==> src/logic/illum_regs.svh <==
// register map, reset values and timing figures of the illumination block
`ifndef ILLUM_REGS_SVH
`define ILLUM_REGS_SVH

`define REG_DW      16
`define REG_AW      4

`define ADDR_CTRL   4'h0
`define ADDR_AIG    4'h1
`define ADDR_LGAIN  4'h2
`define ADDR_LEDNOM 4'h3
`define ADDR_GAIN   4'h4
`define ADDR_PWR_R  4'h5
`define ADDR_PWR_G  4'h6
`define ADDR_PWR_B  4'h7
`define ADDR_FRAMES 4'h8
`define ADDR_SYNC   4'h9
`define ADDR_PSH    4'ha

`define CTRL_W      4
`define AIG_W       4
`define AIG_RST     4'h0
`define LGAIN_RST   8'h00
`define LED_NOM_RST 16'h0200
`define LED_MIN     16'h0001

`define CLK_MHZ     100
`define EYE_LEAD_US 1000
`define OFFSET_B_US 500
`define DELTA_D_NS  132000
`define PULSE_A_NS  26000

`endif

==> src/logic/illum_pkg.sv <==
// shared types of the illumination and stereo sync block
package illum_pkg;
	typedef struct packed {
		logic [7:0] r;
		logic [7:0] g;
		logic [7:0] b;
	} rgb_t;

	typedef struct packed {
		logic light_sync;
		logic stereo_en;
		logic local_region_gain_boost_en;
		logic content_adaptive_illumination_en;
	} ctrl_t;

	typedef logic [3:0] shift_t;
endpackage : illum_pkg

==> src/logic/eye_sync_timer.sv <==
// eye-shutter sync timer: eye indicator, ir output and light sync pulse
module eye_sync_timer #(
	parameter int CW       = 24,
	parameter int LEAD_CYC = 100000,
	parameter int B_CYC    = 50000,
	parameter int D_CYC    = 13200,
	parameter int A_CYC    = 2600
) (
	input  wire logic i_clk,
	input  wire logic i_arst_n,
	input  wire logic i_ce,
	input  wire logic i_frame_start,
	input  wire logic i_enable,
	input  wire logic i_light_mode,
	output logic      o_eye_select,
	output logic      o_ir_sync,
	output logic      o_pulse_req,
	output logic      o_illum_blank
);
	localparam int C_CYC = B_CYC + D_CYC;

	typedef struct packed {
		logic [CW-1:0] cnt;
		logic [CW-1:0] period;
		logic [CW-1:0] pw;
		logic          eye;
		logic          alt;
		logic          pulse;
		logic          blank;
		logic          ir;
	} sync_state_t;

	sync_state_t   s;
	sync_state_t   next_s;
	logic [CW-1:0] off;
	logic          lead_hit;
	logic          ir_cond;

	if (A_CYC < 1 || A_CYC >= B_CYC || C_CYC >= 2**(CW-1)
		|| LEAD_CYC >= 2**(CW-1)) begin : g_chk
		$error("eye_sync_timer: timing counts out of range");
	end

	// offset from frame end alternates between B and B+D
	assign off      = s.alt ? CW'(C_CYC) : CW'(B_CYC);
	assign lead_hit = s.cnt == s.period - CW'(LEAD_CYC);
	assign ir_cond  = i_enable & ~i_light_mode;

	always_comb begin
		next_s     = s;
		next_s.cnt = s.cnt + 1'b1;
		if (s.pulse) begin
			next_s.pw = s.pw - 1'b1;
			if (s.pw == '0)
				next_s.pulse = 1'b0;
		end
		// eye flips one lead time before the next frame edge
		if (lead_hit)
			next_s.eye = ~s.eye;
		if (i_light_mode && s.cnt == s.period - CW'(C_CYC))
			next_s.blank = 1'b1;
		if (i_light_mode && s.cnt == s.period - off) begin
			next_s.pulse = 1'b1;
			next_s.pw    = CW'(A_CYC - 1);
		end
		if (i_frame_start) begin
			next_s.period = s.cnt + 1'b1;
			next_s.cnt    = '0;
			next_s.alt    = ~s.alt;
			next_s.blank  = 1'b0;
			next_s.pulse  = 1'b0;
		end
		if (!i_enable) begin
			next_s.eye   = 1'b0;
			next_s.pulse = 1'b0;
			next_s.blank = 1'b0;
		end
		next_s.ir = ir_cond & next_s.eye;
	end

	always_ff @(posedge i_clk or negedge i_arst_n) begin
		if (!i_arst_n)
			s <= '0;
		else if (i_ce)
			s <= next_s;
	end

	assign o_eye_select  = s.eye;
	assign o_ir_sync     = s.ir;
	assign o_pulse_req   = s.pulse;
	assign o_illum_blank = s.blank;
endmodule : eye_sync_timer

==> src/logic/adaptive_illum_and_stereo_sync.sv <==
// content adaptive illumination, local boost and stereo sync core
`include "illum_regs.svh"

module adaptive_illum_and_stereo_sync #(
	parameter int LW       = 10,
	parameter int NREG     = 4,
	parameter int SW       = 28,
	parameter int CW       = 24,
	parameter int LEAD_CYC = `EYE_LEAD_US * `CLK_MHZ,
	parameter int B_CYC    = `OFFSET_B_US * `CLK_MHZ,
	parameter int D_CYC    = (`DELTA_D_NS * `CLK_MHZ + 999) / 1000,
	parameter int A_CYC    = (`PULSE_A_NS * `CLK_MHZ + 999) / 1000
) (
	input  wire logic                  i_clk,
	input  wire logic                  i_arst_n,
	input  wire logic                  i_ce,
	input  wire logic [`REG_AW-1:0]    i_addr,
	input  wire logic [`REG_DW-1:0]    i_wdata,
	input  wire logic                  i_wr,
	input  wire logic                  i_rd,
	output logic [`REG_DW-1:0]         o_rdata,
	input  wire logic                  i_frame_start,
	input  wire logic                  i_stereo_active,
	input  wire logic                  i_pix_valid,
	input  wire illum_pkg::rgb_t       i_pix,
	input  wire logic [$clog2(NREG)-1:0] i_region,
	output logic                       o_pix_valid,
	output illum_pkg::rgb_t            o_pix,
	output logic [2:0][3:0]            o_gain_shift,
	output logic [2:0][LW-1:0]         o_led_power,
	output logic [NREG-1:0][7:0]       o_region_gain,
	output logic                       o_eye_select,
	output logic                       o_ir_sync,
	output logic                       o_pulse_req,
	output logic                       o_illum_blank
);
	localparam int RW    = $clog2(NREG);
	localparam int TW    = SW + RW;
	localparam logic [LW-1:0] LED_MIN = LW'(`LED_MIN);
	localparam logic [LW-1:0] LED_NOM = LW'(`LED_NOM_RST);

	typedef struct packed {
		illum_pkg::ctrl_t           ctrl;
		illum_pkg::shift_t          aig;
		logic [7:0]                 lgain;
		logic [LW-1:0]              led_nom;
		logic [2:0][7:0]            peak;
		logic [NREG-1:0][SW-1:0]    sum;
		logic [2:0][3:0]            gsh;
		logic [2:0][3:0]            psh;
		logic [2:0][LW-1:0]         pwr;
		logic [NREG-1:0][7:0]       rgain;
		logic [15:0]                frames;
		logic [`REG_DW-1:0]         rdata;
		logic                       pvalid;
		illum_pkg::rgb_t            pix;
	} core_state_t;

	localparam core_state_t RST_S = '{
		aig:     `AIG_RST,
		lgain:   `LGAIN_RST,
		led_nom: LED_NOM,
		pwr:     {3{LED_NOM}},
		default: '0
	};

	core_state_t           s;
	core_state_t           next_s;
	logic [2:0][7:0]       in_arr;
	wire  [2:0][7:0]       sat_arr;
	wire  [2:0][7:0]       new_pk;
	wire  [2:0][3:0]       lz;
	wire  [2:0][3:0]       psh;
	wire  [2:0][LW-1:0]    fpwr;
	illum_pkg::shift_t     common;
	wire  [NREG:0][TW-1:0] acc;
	wire  [NREG-1:0][SW-1:0] sum_inc;
	wire  [NREG-1:0]       hit;
	wire  [NREG-1:0]       dim;
	logic                  sync_en;
	logic                  fs_ce;

	if (NREG < 2 || NREG > 16 || (NREG & (NREG - 1)) != 0
		|| LW < 4 || LW > 16 || SW < 18 || SW > 32) begin : g_chk
		$error("adaptive_illum: parameter out of range");
	end

	function automatic illum_pkg::shift_t lead0(input logic [7:0] v);
		lead0 = 4'h8;
		for (int i = 0; i < 8; i++) begin
			if (v[i])
				lead0 = 4'(7 - i);
		end
	endfunction : lead0

	function automatic illum_pkg::shift_t min_sh(
		input illum_pkg::shift_t a,
		input illum_pkg::shift_t b
	);
		min_sh = (a < b) ? a : b;
	endfunction : min_sh

	assign in_arr = i_pix;
	assign fs_ce  = i_frame_start & i_ce;
	// common boost: no channel may be pushed past its own headroom
	assign common = min_sh(min_sh(s.aig, lz[0]), min_sh(lz[1], lz[2]));

	for (genvar c = 0; c < 3; c++) begin : g_ch
		logic [15:0]   wide;
		logic [LW-1:0] sh_pwr;

		assign wide        = {8'h00, in_arr[c]} << s.gsh[c];
		assign sat_arr[c]  = (|wide[15:8]) ? 8'hff : wide[7:0];
		assign new_pk[c]   = (in_arr[c] > s.peak[c]) ? in_arr[c] : s.peak[c];
		assign lz[c]       = lead0(s.peak[c]);
		// headroom beyond the boost setting becomes led power saving
		assign psh[c]      = (lz[c] > s.aig) ? lz[c] - s.aig : 4'h0;
		assign sh_pwr      = s.led_nom >> psh[c];
		assign fpwr[c]     = (s.peak[c] == 8'h00 || sh_pwr < LED_MIN)
			? LED_MIN : sh_pwr;

	end

	assign acc[0] = '0;
	for (genvar r = 0; r < NREG; r++) begin : g_reg
		assign acc[r+1]   = acc[r] + TW'(s.sum[r]);
		assign hit[r]     = i_pix_valid && i_region == RW'(r);
		assign sum_inc[r] = s.sum[r] + SW'(hit[r] ? in_arr[1] : 8'h00);
		// equal-size regions assumed, so sum times count versus total
		assign dim[r]     = {s.sum[r], {RW{1'b0}}} < acc[NREG];

	end

	always_comb begin
		next_s        = s;
		next_s.rdata  = '0;
		next_s.pvalid = i_pix_valid;
		if (i_wr) begin
			case (i_addr)
				`ADDR_CTRL: begin
					next_s.ctrl = illum_pkg::ctrl_t'(i_wdata[`CTRL_W-1:0]);
				end
				`ADDR_AIG: begin
					next_s.aig = i_wdata[`AIG_W-1:0];
				end
				`ADDR_LGAIN: begin
					next_s.lgain = i_wdata[7:0];
				end
				`ADDR_LEDNOM: begin
					next_s.led_nom = i_wdata[LW-1:0];
				end
				default: begin
				end
			endcase
		end
		if (i_rd) begin
			case (i_addr)
				`ADDR_CTRL:   next_s.rdata = `REG_DW'(s.ctrl);
				`ADDR_AIG:    next_s.rdata = `REG_DW'(s.aig);
				`ADDR_LGAIN:  next_s.rdata = `REG_DW'(s.lgain);
				`ADDR_LEDNOM: next_s.rdata = `REG_DW'(s.led_nom);
				`ADDR_GAIN:   next_s.rdata = `REG_DW'(s.gsh);
				`ADDR_PWR_R:  next_s.rdata = `REG_DW'(s.pwr[2]);
				`ADDR_PWR_G:  next_s.rdata = `REG_DW'(s.pwr[1]);
				`ADDR_PWR_B:  next_s.rdata = `REG_DW'(s.pwr[0]);
				`ADDR_FRAMES: next_s.rdata = s.frames;
				`ADDR_SYNC: begin
					next_s.rdata = `REG_DW'({o_illum_blank, o_pulse_req,
						o_ir_sync, o_eye_select});
				end
				`ADDR_PSH:    next_s.rdata = `REG_DW'(s.psh);
				default:      next_s.rdata = '0;
			endcase
		end
		if (i_pix_valid) begin
			next_s.pix  = sat_arr;
			next_s.peak = new_pk;
		end
		next_s.sum = sum_inc;
		// settings from the finished frame land together on its edge
		if (i_frame_start) begin
			for (int c = 0; c < 3; c++) begin
				if (s.ctrl.content_adaptive_illumination_en) begin
					next_s.gsh[c] = common + psh[c];
					next_s.psh[c] = psh[c];
					next_s.pwr[c] = fpwr[c];
				end else begin
					next_s.gsh[c] = 4'h0;
					next_s.psh[c] = 4'h0;
					next_s.pwr[c] = s.led_nom;
				end
			end
			for (int r = 0; r < NREG; r++) begin
				next_s.rgain[r] = (s.ctrl.local_region_gain_boost_en && dim[r])
					? s.lgain : 8'h00;
				next_s.sum[r]   = hit[r] ? SW'(in_arr[1]) : '0;
			end
			next_s.peak   = i_pix_valid ? in_arr : '0;
			next_s.frames = s.frames + 1'b1;
		end
	end

	always_ff @(posedge i_clk or negedge i_arst_n) begin
		if (!i_arst_n)
			s <= RST_S;
		else if (i_ce)
			s <= next_s;
	end

	assign o_rdata       = s.rdata;
	assign o_pix_valid   = s.pvalid;
	assign o_pix         = s.pix;
	assign o_gain_shift  = s.gsh;
	assign o_led_power   = s.pwr;
	assign o_region_gain = s.rgain;
	assign sync_en       = s.ctrl.stereo_en & i_stereo_active;

	eye_sync_timer #(
		.CW       (CW),
		.LEAD_CYC (LEAD_CYC),
		.B_CYC    (B_CYC),
		.D_CYC    (D_CYC),
		.A_CYC    (A_CYC)
	) u_sync (
		.i_clk         (i_clk),
		.i_arst_n      (i_arst_n),
		.i_ce          (i_ce),
		.i_frame_start (i_frame_start),
		.i_enable      (sync_en),
		.i_light_mode  (s.ctrl.light_sync),
		.o_eye_select  (o_eye_select),
		.o_ir_sync     (o_ir_sync),
		.o_pulse_req   (o_pulse_req),
		.o_illum_blank (o_illum_blank)
	);
endmodule : adaptive_illum_and_stereo_sync

==> config.mk <==
export PLATFORM = sky130hd
export DESIGN_NAME = adaptive_illum_and_stereo_sync
export DESIGN_NICKNAME = d
export VERILOG_FILES = /design/src/logic/illum_pkg.sv /design/src/logic/eye_sync_timer.sv /design/src/logic/adaptive_illum_and_stereo_sync.sv
export VERILOG_INCLUDE_DIRS = /design/src /design/src/logic
export SDC_FILE = /design/constraint.sdc
export NUM_CORES = 1
export LEC_CHECK = 0
export BUFFER_PORTS_ARGS = -buffer_cell sky130_fd_sc_hd__buf_2
export CAP_MARGIN = 20
export CORE_MARGIN = 5
export CORE_UTILIZATION = 45
export DETAILED_ROUTE_END_ITERATION = 7
export GPL_ROUTABILITY_DRIVEN = 0
export PLACE_DENSITY = 0.71
export SYNTH_ARGS = -nofsm -noshare
export SYNTH_HDL_FRONTEND = slang
export SYNTH_HIERARCHICAL = 1
export SYNTH_SLANG_ARGS = --single-unit
==> constraint.sdc <==
create_clock -name i_clk -period 6.76 [get_ports i_clk]
set_clock_uncertainty 0.05 [all_clocks]
set_input_delay 0.338 -clock i_clk [delete_from_list [all_inputs] [get_ports i_clk]]
set_output_delay 0.338 -clock i_clk [all_outputs]
set_load 0.01 [all_outputs]
---- Yosys cells after proc, flatten, opt, wreduce, memory -nomap -nowiden ----
Index checks and enable logic that the tools add are counted.
cells by class
  $add $sub $neg .......................... 19
  order comparisons ....................... 16
  equality and inequality tests ........... 17
  shift operators ......................... 6
  muxes and demuxes ....................... 73
  bitwise logic cells ..................... 6
  reductions and logical operators ........ 38
operators with widths
  kind                                                                    number
  238-bit two-way mux                                                     1
  16-bit case mux with 11 select lines                                    1
  4-bit two-way mux                                                       36
  30-bit < comparator                                                     4
  28-bit adder                                                            4
  8-bit two-way mux                                                       14
  24-bit two-way mux                                                      4
  24-bit equality test                                                    3
  10-bit two-way mux                                                      6
  48-bit two-way mux                                                      1
  8-bit by 4-bit left shift with 16-bit output                            3
  29-bit by 28-bit adder with 30-bit output                               1
  30-bit by 28-bit adder with 30-bit output                               1
  10-bit by 1-bit < comparator with 1-bit output (second input constant)  3
  10-bit by 4-bit right shift with 10-bit output                          3
  28-bit by 28-bit adder with 29-bit output                               1
  24-bit by 1-bit adder with 24-bit output (second input constant)        1
  8-bit greater-than comparator                                           3
  24-bit logical NOT                                                      1
  8-bit logical NOT                                                       3
  8-bit OR reduction                                                      3
  24-bit by 1-bit subtractor with 24-bit output (second input constant)   1
  24-bit by 16-bit subtractor with 24-bit output (second input constant)  1
  24-bit by 17-bit subtractor with 24-bit output (second input constant)  1
  other kinds (26)                                                        75
storage, ports and cells
  flip-flop bits (word level) ............. 382
  bits of input ports ..................... 54
  output and inout bits ................... 119
  logic and storage cells ................. 216

---- Logic depth before layout (Yosys ltp) ----
Gate-level depths: netlist of run 1.
  depth after elaboration ................. 16
  gate-level depth with buffers ........... 26

---- Modules after synthesis ----
Netlist of run 1, hierarchy kept.
by module, submodules not included
  module                          instances  cells an instance  area an instance (µm²)
  adaptive_illum_and_stereo_sync  1          3005               25664.6
  eye_sync_timer                  1          704                5835.6

---- Least setup slack after synthesis of run 1 ----
No wires, ideal clock.
  path kind ............................... register -> register
  from .................................... reg s[180] (netlist bit)
  to ...................................... reg s (netlist bit o_region_gain[0])
  library setup time ...................... 74 ps
  arrival ................................. 5567 ps
  required time ........................... 6636 ps
  setup slack ............................. 1069 ps
  stages on the path, launching flop included .. 22
  period minus slack after synthesis ...... 5691 ps
  cells stage by stage .................... dfrtp_1 clkbuf_1 inv_1 fa_1 fa_1 inv_1 ha_1 and3_1 o2111a_4 a2111oi_4 a21oi_2 a21o_1 a21oi_1 xor2_1 ha_1 nand4b_1 o21ai_0 a211o_1 or4_4 a2111oi_4 a211oi_4 a21oi_2
between the ends
  longest elaborated chain between the ends .. 6
ends and longest elaborated chain
  item                                       RTL line                               source
  start, declared                            adaptive_illum_and_stereo_sync.sv:67   core_state_t s;
  start signal, assigned                     adaptive_illum_and_stereo_sync.sv:207  s <= next_s;
  28-bit by 28-bit adder with 29-bit output  adaptive_illum_and_stereo_sync.sv:126  assign acc[r+1] = acc[r] + TW'(s.sum[r]);
  29-bit by 28-bit adder with 30-bit output  adaptive_illum_and_stereo_sync.sv:126
  30-bit by 28-bit adder with 30-bit output  adaptive_illum_and_stereo_sync.sv:126
  30-bit < comparator                        adaptive_illum_and_stereo_sync.sv:130  assign dim[r] = {s.sum[r], {RW{1'b0}}} < acc[NREG];
  1-bit logical AND                          adaptive_illum_and_stereo_sync.sv:194  next_s.rgain[r] = (s.ctrl.local_region_gain_boost_en && dim[r])
  8-bit two-way mux                          adaptive_illum_and_stereo_sync.sv:195  ? s.lgain : 8'h00;
Every way passes these cells.
A chain may end at the register's enable or synchronous reset.

---- Worst setup path in the final report of run 1 ----
  from .................................... reg s[156] (netlist bit)
  to ...................................... reg s (netlist bit o_region_gain[13])
Same word-level chain as after synthesis.

==> impl_results.md, run 1 <==
* Clock buffer depth at 3
* Endpoints failing setup at 0
* Maxcap violations at 0
* R2r worst-path depth at 21
* Post-CTS Setup Repair Bufs at 0
* Worst Setup End Kind: register
* Clock net sink count at 382
* Post-synth ARST share at 100.0%
* Post-DP HPWL at 67770 µm
* Layout cells sized above 1 at 10.42%
* Vias in the first global route at 26261
* Lkg Pwr at 15.31 nW
* Tcrit/Tclk final at 93.82%
* Drt via density at 5.843
* Final setup margin at 0.4178 ns
* Worst hold slack at 0.03620 ns
* Die area at 75390 µm²
* Outcome: completed
* P_int at 6.128 mW
* Relative slew slack at 32.36%
* Pins over their slew limit at 0
* Post-synth EDFFs at 0
* Final Hold Fails at 0
* Largest net degree at the start of global routing at 133
* Pwr Density at 305.9 nW/µm²
* Crit path launch: s[156]
* Global Route Usage Sum at 23.33%
* Hold Crit Endpoint: s[281]
* HP Class: in2reg
* Die Y at 274.6 µm
* Initial DRC Count at 2505
* Initial Utilization at 45.14%
* Core Box Area at 69790 µm²
* ANT nets after route at 0
* First-pass GRT wire length at 143000 µm
* Minimum clock period at 6.342 ns
* Seq/Total Area, Yosys at 30.36%
* DRC Markers at 0
* Clk Tree Root Cell: clkbuf_16
* Share of the synthesized area in the top cell type at 30.03%
* Fin cells at 4664
* Post-DP Area at 32260 µm²
* Port buffer count at 166
* Total CTS buffers at 45
* Reg-to-reg slack, setup at 0.42 ns
* Net Sw Power at 4.305 mW
* Commonest non-fill, non-tap cell in the layout: dfrtp_1
* Via count at 27254
* Setup WS pre-CTS at 0.4809 ns
* Die Wd at 274.6 µm
* Mapped Cells at 3709
* Maximum clock rate at 157.7 MHz
* Area Overhead vs Synth at 8.274%
* Sequential share of power at 29.3%
* Startpoint types: register
* Final #Nets at 4030
* Mapped Avg Cell Area at 8.493 µm²
* Most frequent cells in the layout: dfrtp_1, nand2_1, nor2_1, inv_1, a21oi_1
* Synth Register Bits at 382
* Tot Pwr at 10.43 mW
* Hold depth at 2
* Synth Cell Area at 31500 µm²
* Num rows at 97
* Synth area leaders: dfrtp_1, ha_1, fa_1
* Logic pwr share at 45.1%
* CTS tree: done
* Worst-margin pin slew at 0.9891 ns
* Top FF cell, synth: dfrtp_1
* Worst EP required at 7.20 ns
* Total negative slack at 0 ns
* Fin area at 34110 µm²
* Worst R2R Start: s[156]
* Clock latency on the worst-skew pair at 0.60 ns
* Post-Route WL at 89980 µm
* Post-synth cell types at 101
* Mapped Nets at 4047
* Util after Layout at 48.87%
* RSZ-0062 raised after global routing: false
* Clk pwr share at 25.6%
* Crit Path Max Fanout at 8
* Warnings, synthesis at 6
* Sw Share at 41.26%
* Startpoint of the worst hold path: i_wdata[2]
* Routed WL per cell at 19.29 µm
* Critical path type: reg2reg
* Reg-to-Reg End: o_region_gain[13]
* Peak VDD IR at 0.0002651 V
* Critical Path AT at 6.79 ns
* H-tree depth at 2
* First-pass DRT Iterations at 5
* Antenna violations before repair at 3
* GR Overflow Total at 0
* Top cell type by total area after synthesis: dfrtp_1
* Clock transition at the registers of the reported paths at 0.06 ns
* Dpl cells at 4561
* Ports at 173
critical path, stage by stage (launching register included):
cell and delay [ns]:
dfrtp_1 0.44, inv_1 0.17, fa_1 0.48, fa_1 0.53, inv_1 0.04, ha_1 0.37, and4_4 0.23, o2111a_4 0.19
a2111oi_4 0.60, a21oi_2 0.16, a21o_1 0.21, a21oi_1 0.17, xor2_1 0.44, ha_1 0.38, and4b_1 0.24, a22o_1 0.20
a211o_2 0.30, or4_1 0.40, a31oi_1 0.22, a211oi_2 0.10, buf_4 0.21, a21oi_1 0.12
area by class of cell:
| class | count | area, µm² |
|---|---|---|
| Fill cell | 6548 | 35680 |
| Multi-Input combinational cell | 2743 | 19290 |
| Sequential cell | 382 | 9564 |
| Timing Repair Buffer | 226 | 1374 |
| Clock buffer | 58 | 1236 |
| Tap cell | 940 | 1176 |
| Inverter | 294 | 1104 |
| Clock inverter | 20 | 356.6 |
| Antenna cell | 1 | 2.502 |
synth_stat cells, drive strengths merged, types with 28 or more instances:
library cell / number
o21ai: 230
a31oi: 32
nand4: 58
xnor2: 151
fa: 67
dfrtp: 378
a211oi: 40
nor3: 63
ha: 217
a22o: 32
nand2: 353
xor2: 59
buf: 135
a21oi: 265
o22ai: 28
nor4: 34
clkbuf: 155
nor2: 314
inv: 291
nand3: 86
and2: 46
mux2: 43
o21a: 33
a21o: 32
nor2b: 48
mux2i: 91
and3: 44
state kept, by name, summed over array words and instances (netlist names):
signal / count
o_led_power: 30
u_sync/s: 73
o_rdata: 16
u_sync/o_illum_blank: 1
s: 190
u_sync/o_pulse_req: 1
o_pix_valid: 1
o_region_gain: 32
o_pix: 24
u_sync/o_eye_select: 1
o_gain_shift: 12
u_sync/o_ir_sync: 1
cells by family after synthesis:
logic type,count (synthesis),share of synthesized area (%)
flops,382,30.36
simple gates,1182,18.25
buf+inv,584,8.464
compound gates,923,19.07
xor+xnor,210,5.839
fa+ha+maj,284,12.88
mux,144,5.144
per-layer routing:
layer	track usage, %	up-vias	part of all wire, %
li1	-	12960	-
met1	32.86	13166	44
met2	37.27	932	45
met3	3.366	192	7.1
met4	7.447	4	3.3
met5	0	-	0.033
worst max-delay path by stage:
stage                   endpoint  cells after the start
6_report       o_region_gain[13]                     21
5_1_grt        o_region_gain[16]                     21
4_1_cts        o_region_gain[16]                     21
3_5_place_dp   o_region_gain[16]                     21
3_3_place_gp   o_region_gain[23]                     21
2_1_floorplan   o_region_gain[0]                     21
what timing repair did:
item	in CTS	in global routing
resized for setup	0	1
hold buffers	23	0
setup endpoints to repair	0	8
endpoints found under the hold margin	127	0
power groups by stage:
| stage | clock (mW) | sequential [mW] | combinational (mW) |
|---|---|---|---|
| after global routing | 2.80 | 3.09 | 5.25 |
| after detailed placement | 0 | 3.08 | 4.62 |
| after global placement | 0 | 3.07 | 4.54 |
| after floorplan | 0 | 2.84 | 3.66 |
| after CTS | 2.71 | 3.04 | 4.67 |
| final | 2.67 | 3.06 | 4.70 |
(Power assumes the default switching activity.)
==> inputs of run 2 (changes only) <==
- CELL_PAD_IN_SITES_DETAIL_PLACEMENT: unset -> 1
- CELL_PAD_IN_SITES_GLOBAL_PLACEMENT: unset -> 1
- PLACE_DENSITY: 0.71 -> 0.86
==> run 2 against run 1 <==
Net effect: clock-buffer cell count increased by 9; sequential power increased by 2%; flip-flop and latch count unchanged; highest routed layer unchanged; die area unchanged; final cell count about the same; wire length increased by 19%.
==> impl_results.md, run 2 (synthesis gave the netlist of run 1 again) <==
* Outcome: completed
* CP max-delay cell: a31oi_1
* Crit path largest cell delay at 0.66 ns (+0.06 ns)
* Global Route Usage Sum at 27.63% (+4.3 points)
* Crit path cell chain: inv_1 -> fa_1 -> fa_1 -> inv_1 -> ha_1 -> o21ai_1 -> a211oi_2 -> a31oi_1 -> a21oi_2 -> a21o_1 -> a21oi_1 -> xor2_1 -> ha_1 -> and4b_1 -> a22o_1 -> a211o_2 -> or4_1 -> a31oi_1 -> a211oi_4 -> buf_12 -> a21oi_1
* Commonest non-fill, non-tap cell in the layout: dfrtp_1
* Fin cells at 4666 (+0.043%)
* Final Hold Fails at 0 (unchanged)
* Post-Route WL at 106900 µm (+19%)
* Startpoint types: register
* Final #Nets at 4029 (-0.025%)
* HP Class: in2reg
* ANT nets after route at 0 (unchanged)
* Initial DRC Count at 2188 (-13%)
* Routed WL per cell at 22.91 µm (+19%)
* Clock transition at the registers of the reported paths at 0.06 ns (about the same)
* Total negative slack at 0 ns (unchanged)
* GR Overflow Total at 0 (unchanged)
* Total CTS buffers at 45 (unchanged)
* Worst EP required at 7.23 ns (+0.03 ns)
* Max FFs per register at 190 (unchanged)
* DRC Markers at 0 (unchanged)
* Vias in the first global route at 30212 (+15%)
* H-tree depth at 2 (unchanged)
* N_diodes at 0 (-1)
* # fillers at 8354 (+28%)
* Relative slew slack at 21.49% (-11 points)
* RSZ-0062 raised after global routing: false
* Area Overhead vs Synth at 8.047%
* Die Wd at 274.6 µm (unchanged)
* Largest net degree at the start of global routing at 145 (+9.0%)
* CTS tree: done
* Clock buffer depth at 3 (unchanged)
* Ports at 173 (unchanged)
* Maximum clock rate at 154.5 MHz (-2.0%)
* Initial Utilization at 45.14% (unchanged)
* Family with the most delay on the worst path: compound AO/OA/AOI/OAI gates
* Critical Path AT at 6.94 ns (+0.15 ns)
* Met3 Resource Use GR at 4.553% (+1.2 points)
* Maxcap violations at 0 (unchanged)
* Critical path type: reg2reg
* Most frequent cells in the layout: dfrtp_1, nand2_1, nor2_1, inv_1, a21oi_1
* First-pass GRT wire length at 168600 µm (+18%)
* GRT Max-Usage Layer: met2
* Via count at 28831 (+5.8%)
* Met1 GRT Util at 35.56% (+2.7 points)
* Clock latency on the worst-skew pair at 0.61 ns (about the same)
* Crit Path Max Fanout at 8 (unchanged)
* Post-DP HPWL at 78480 µm (+16%)
* Clk Tree Root Cell: clkbuf_16
* Met2 global-route usage at 46.88% (+9.6 points)
* Pins over their slew limit at 0 (unchanged)
* Dpl cells at 4560 (-0.022%)
* Layout cells sized above 1 at 10.31% (-0.12 points)
* Core Box Area at 69790 µm² (unchanged)
* Endpoints failing setup at 0 (unchanged)
* Worst-margin pin slew at 1.178 ns (+0.1886 ns)
* Worst Setup End Kind: register
* Clock net sink count at 382 (unchanged)
* Pwr Density at 313.0 nW/µm² (+2.3%)
* Die area at 75390 µm² (unchanged)
* Minimum clock period at 6.471 ns (+0.1287 ns)
* Register name with the most flops: s
* Lkg Pwr at 15.27 nW (-0.25%)
* Peak VDD IR at 0.0002104 V (-21%)
* Die Y at 274.6 µm (unchanged)
* Num rows at 97 (unchanged)
* Antenna violations before repair at 4 (+1)
* Crit path buffers/inverters at 3 (unchanged)
* Port buffer count at 166 (unchanged)
* First-pass DRT Iterations at 5 (unchanged)
* Drt via density at 6.179 (+5.7%)
* Tcrit/Tclk final at 95.72% (+1.9 points)
## run 2: worst reg2reg max path, delay by kind of cell (launching register included)
| kind | cells | cell delay, ns |
|---|---|---|
| AOI/OAI and AO/OA | 11 | 2.64 |
| adders and majority gates | 4 | 1.81 |
| and+or+nand+nor | 2 | 0.64 |
| DFF | 1 | 0.44 |
| xor gates and xnor gates | 1 | 0.43 |
| buffers and inverters | 3 | 0.40 |
## run 2: metal layers
metal,share of wire [%],vias up
li1,-,12943
met1,42,14550
met2,48,1035
met3,6.2,299
met4,4.0,4
met5,0.028,-
## run 2: per-stage QoR
step | setup slack, ns | cell area, µm² | hold slack (ns) | power (mW) | utilization, %
4_1_cts | 0.2704 | 34000 | 0.0001293 | 10.57 | 48.72
2_1_floorplan | 1.069 | 31500 | -0.007591 | 6.500 | -
3_5_place_dp | 0.3653 | 32240 | 0.4277 | 7.904 | 46.21
6_report | 0.2891 | 34040 | 0.03026 | 10.65 | 48.77
3_3_place_gp | 0.4923 | 32240 | 0.4175 | 7.684 | 46.21
5_1_grt | 0.03299 | 34040 | 0.01409 | 11.30 | 48.77
## run 2: worst paths after layout
kind                       startpoint           endpoint  slack [ns]  cells past startpoint
max                            s[157]  o_region_gain[27]        0.29                     21
min                          i_pix[3]             s[258]        0.03                      3
max reg2reg                    s[157]  o_region_gain[27]        0.29                     21
min reg2reg                    s[121]             s[121]        0.45                      2
max in group asynchronous    i_arst_n       u_sync/s[40]        4.79                      3
min in group asynchronous    i_arst_n         o_rdata[9]        0.38                      2
## run 2: power breakdown
group | switching (mW) | internal, mW | leakage [nW]
logic | 3.03 | 1.93 | 9.51
registers | 0.513 | 2.61 | 5.01
clock network | 1.08 | 1.49 | 0.751
total | 4.62 | 6.03 | 15.3
## run 2: timing repair
action,in CTS,in global routing
setup endpoints to repair,0,16
hold endpoints to repair,144,0
resized for setup,0,3
buffers inserted,0,1
hold buffers,23,0
## run 2: cell type report
cell class	instances	area, µm²	share of cell area, %
clock buffers	67	1299	3.816
clock inverters	15	226.5	0.6654
inverters	294	1104	3.242
multi-input cells	2743	19290	56.69
flip-flops and latches	382	9564	28.10
well taps	940	1176	3.456
repair buffers	225	1371	4.029
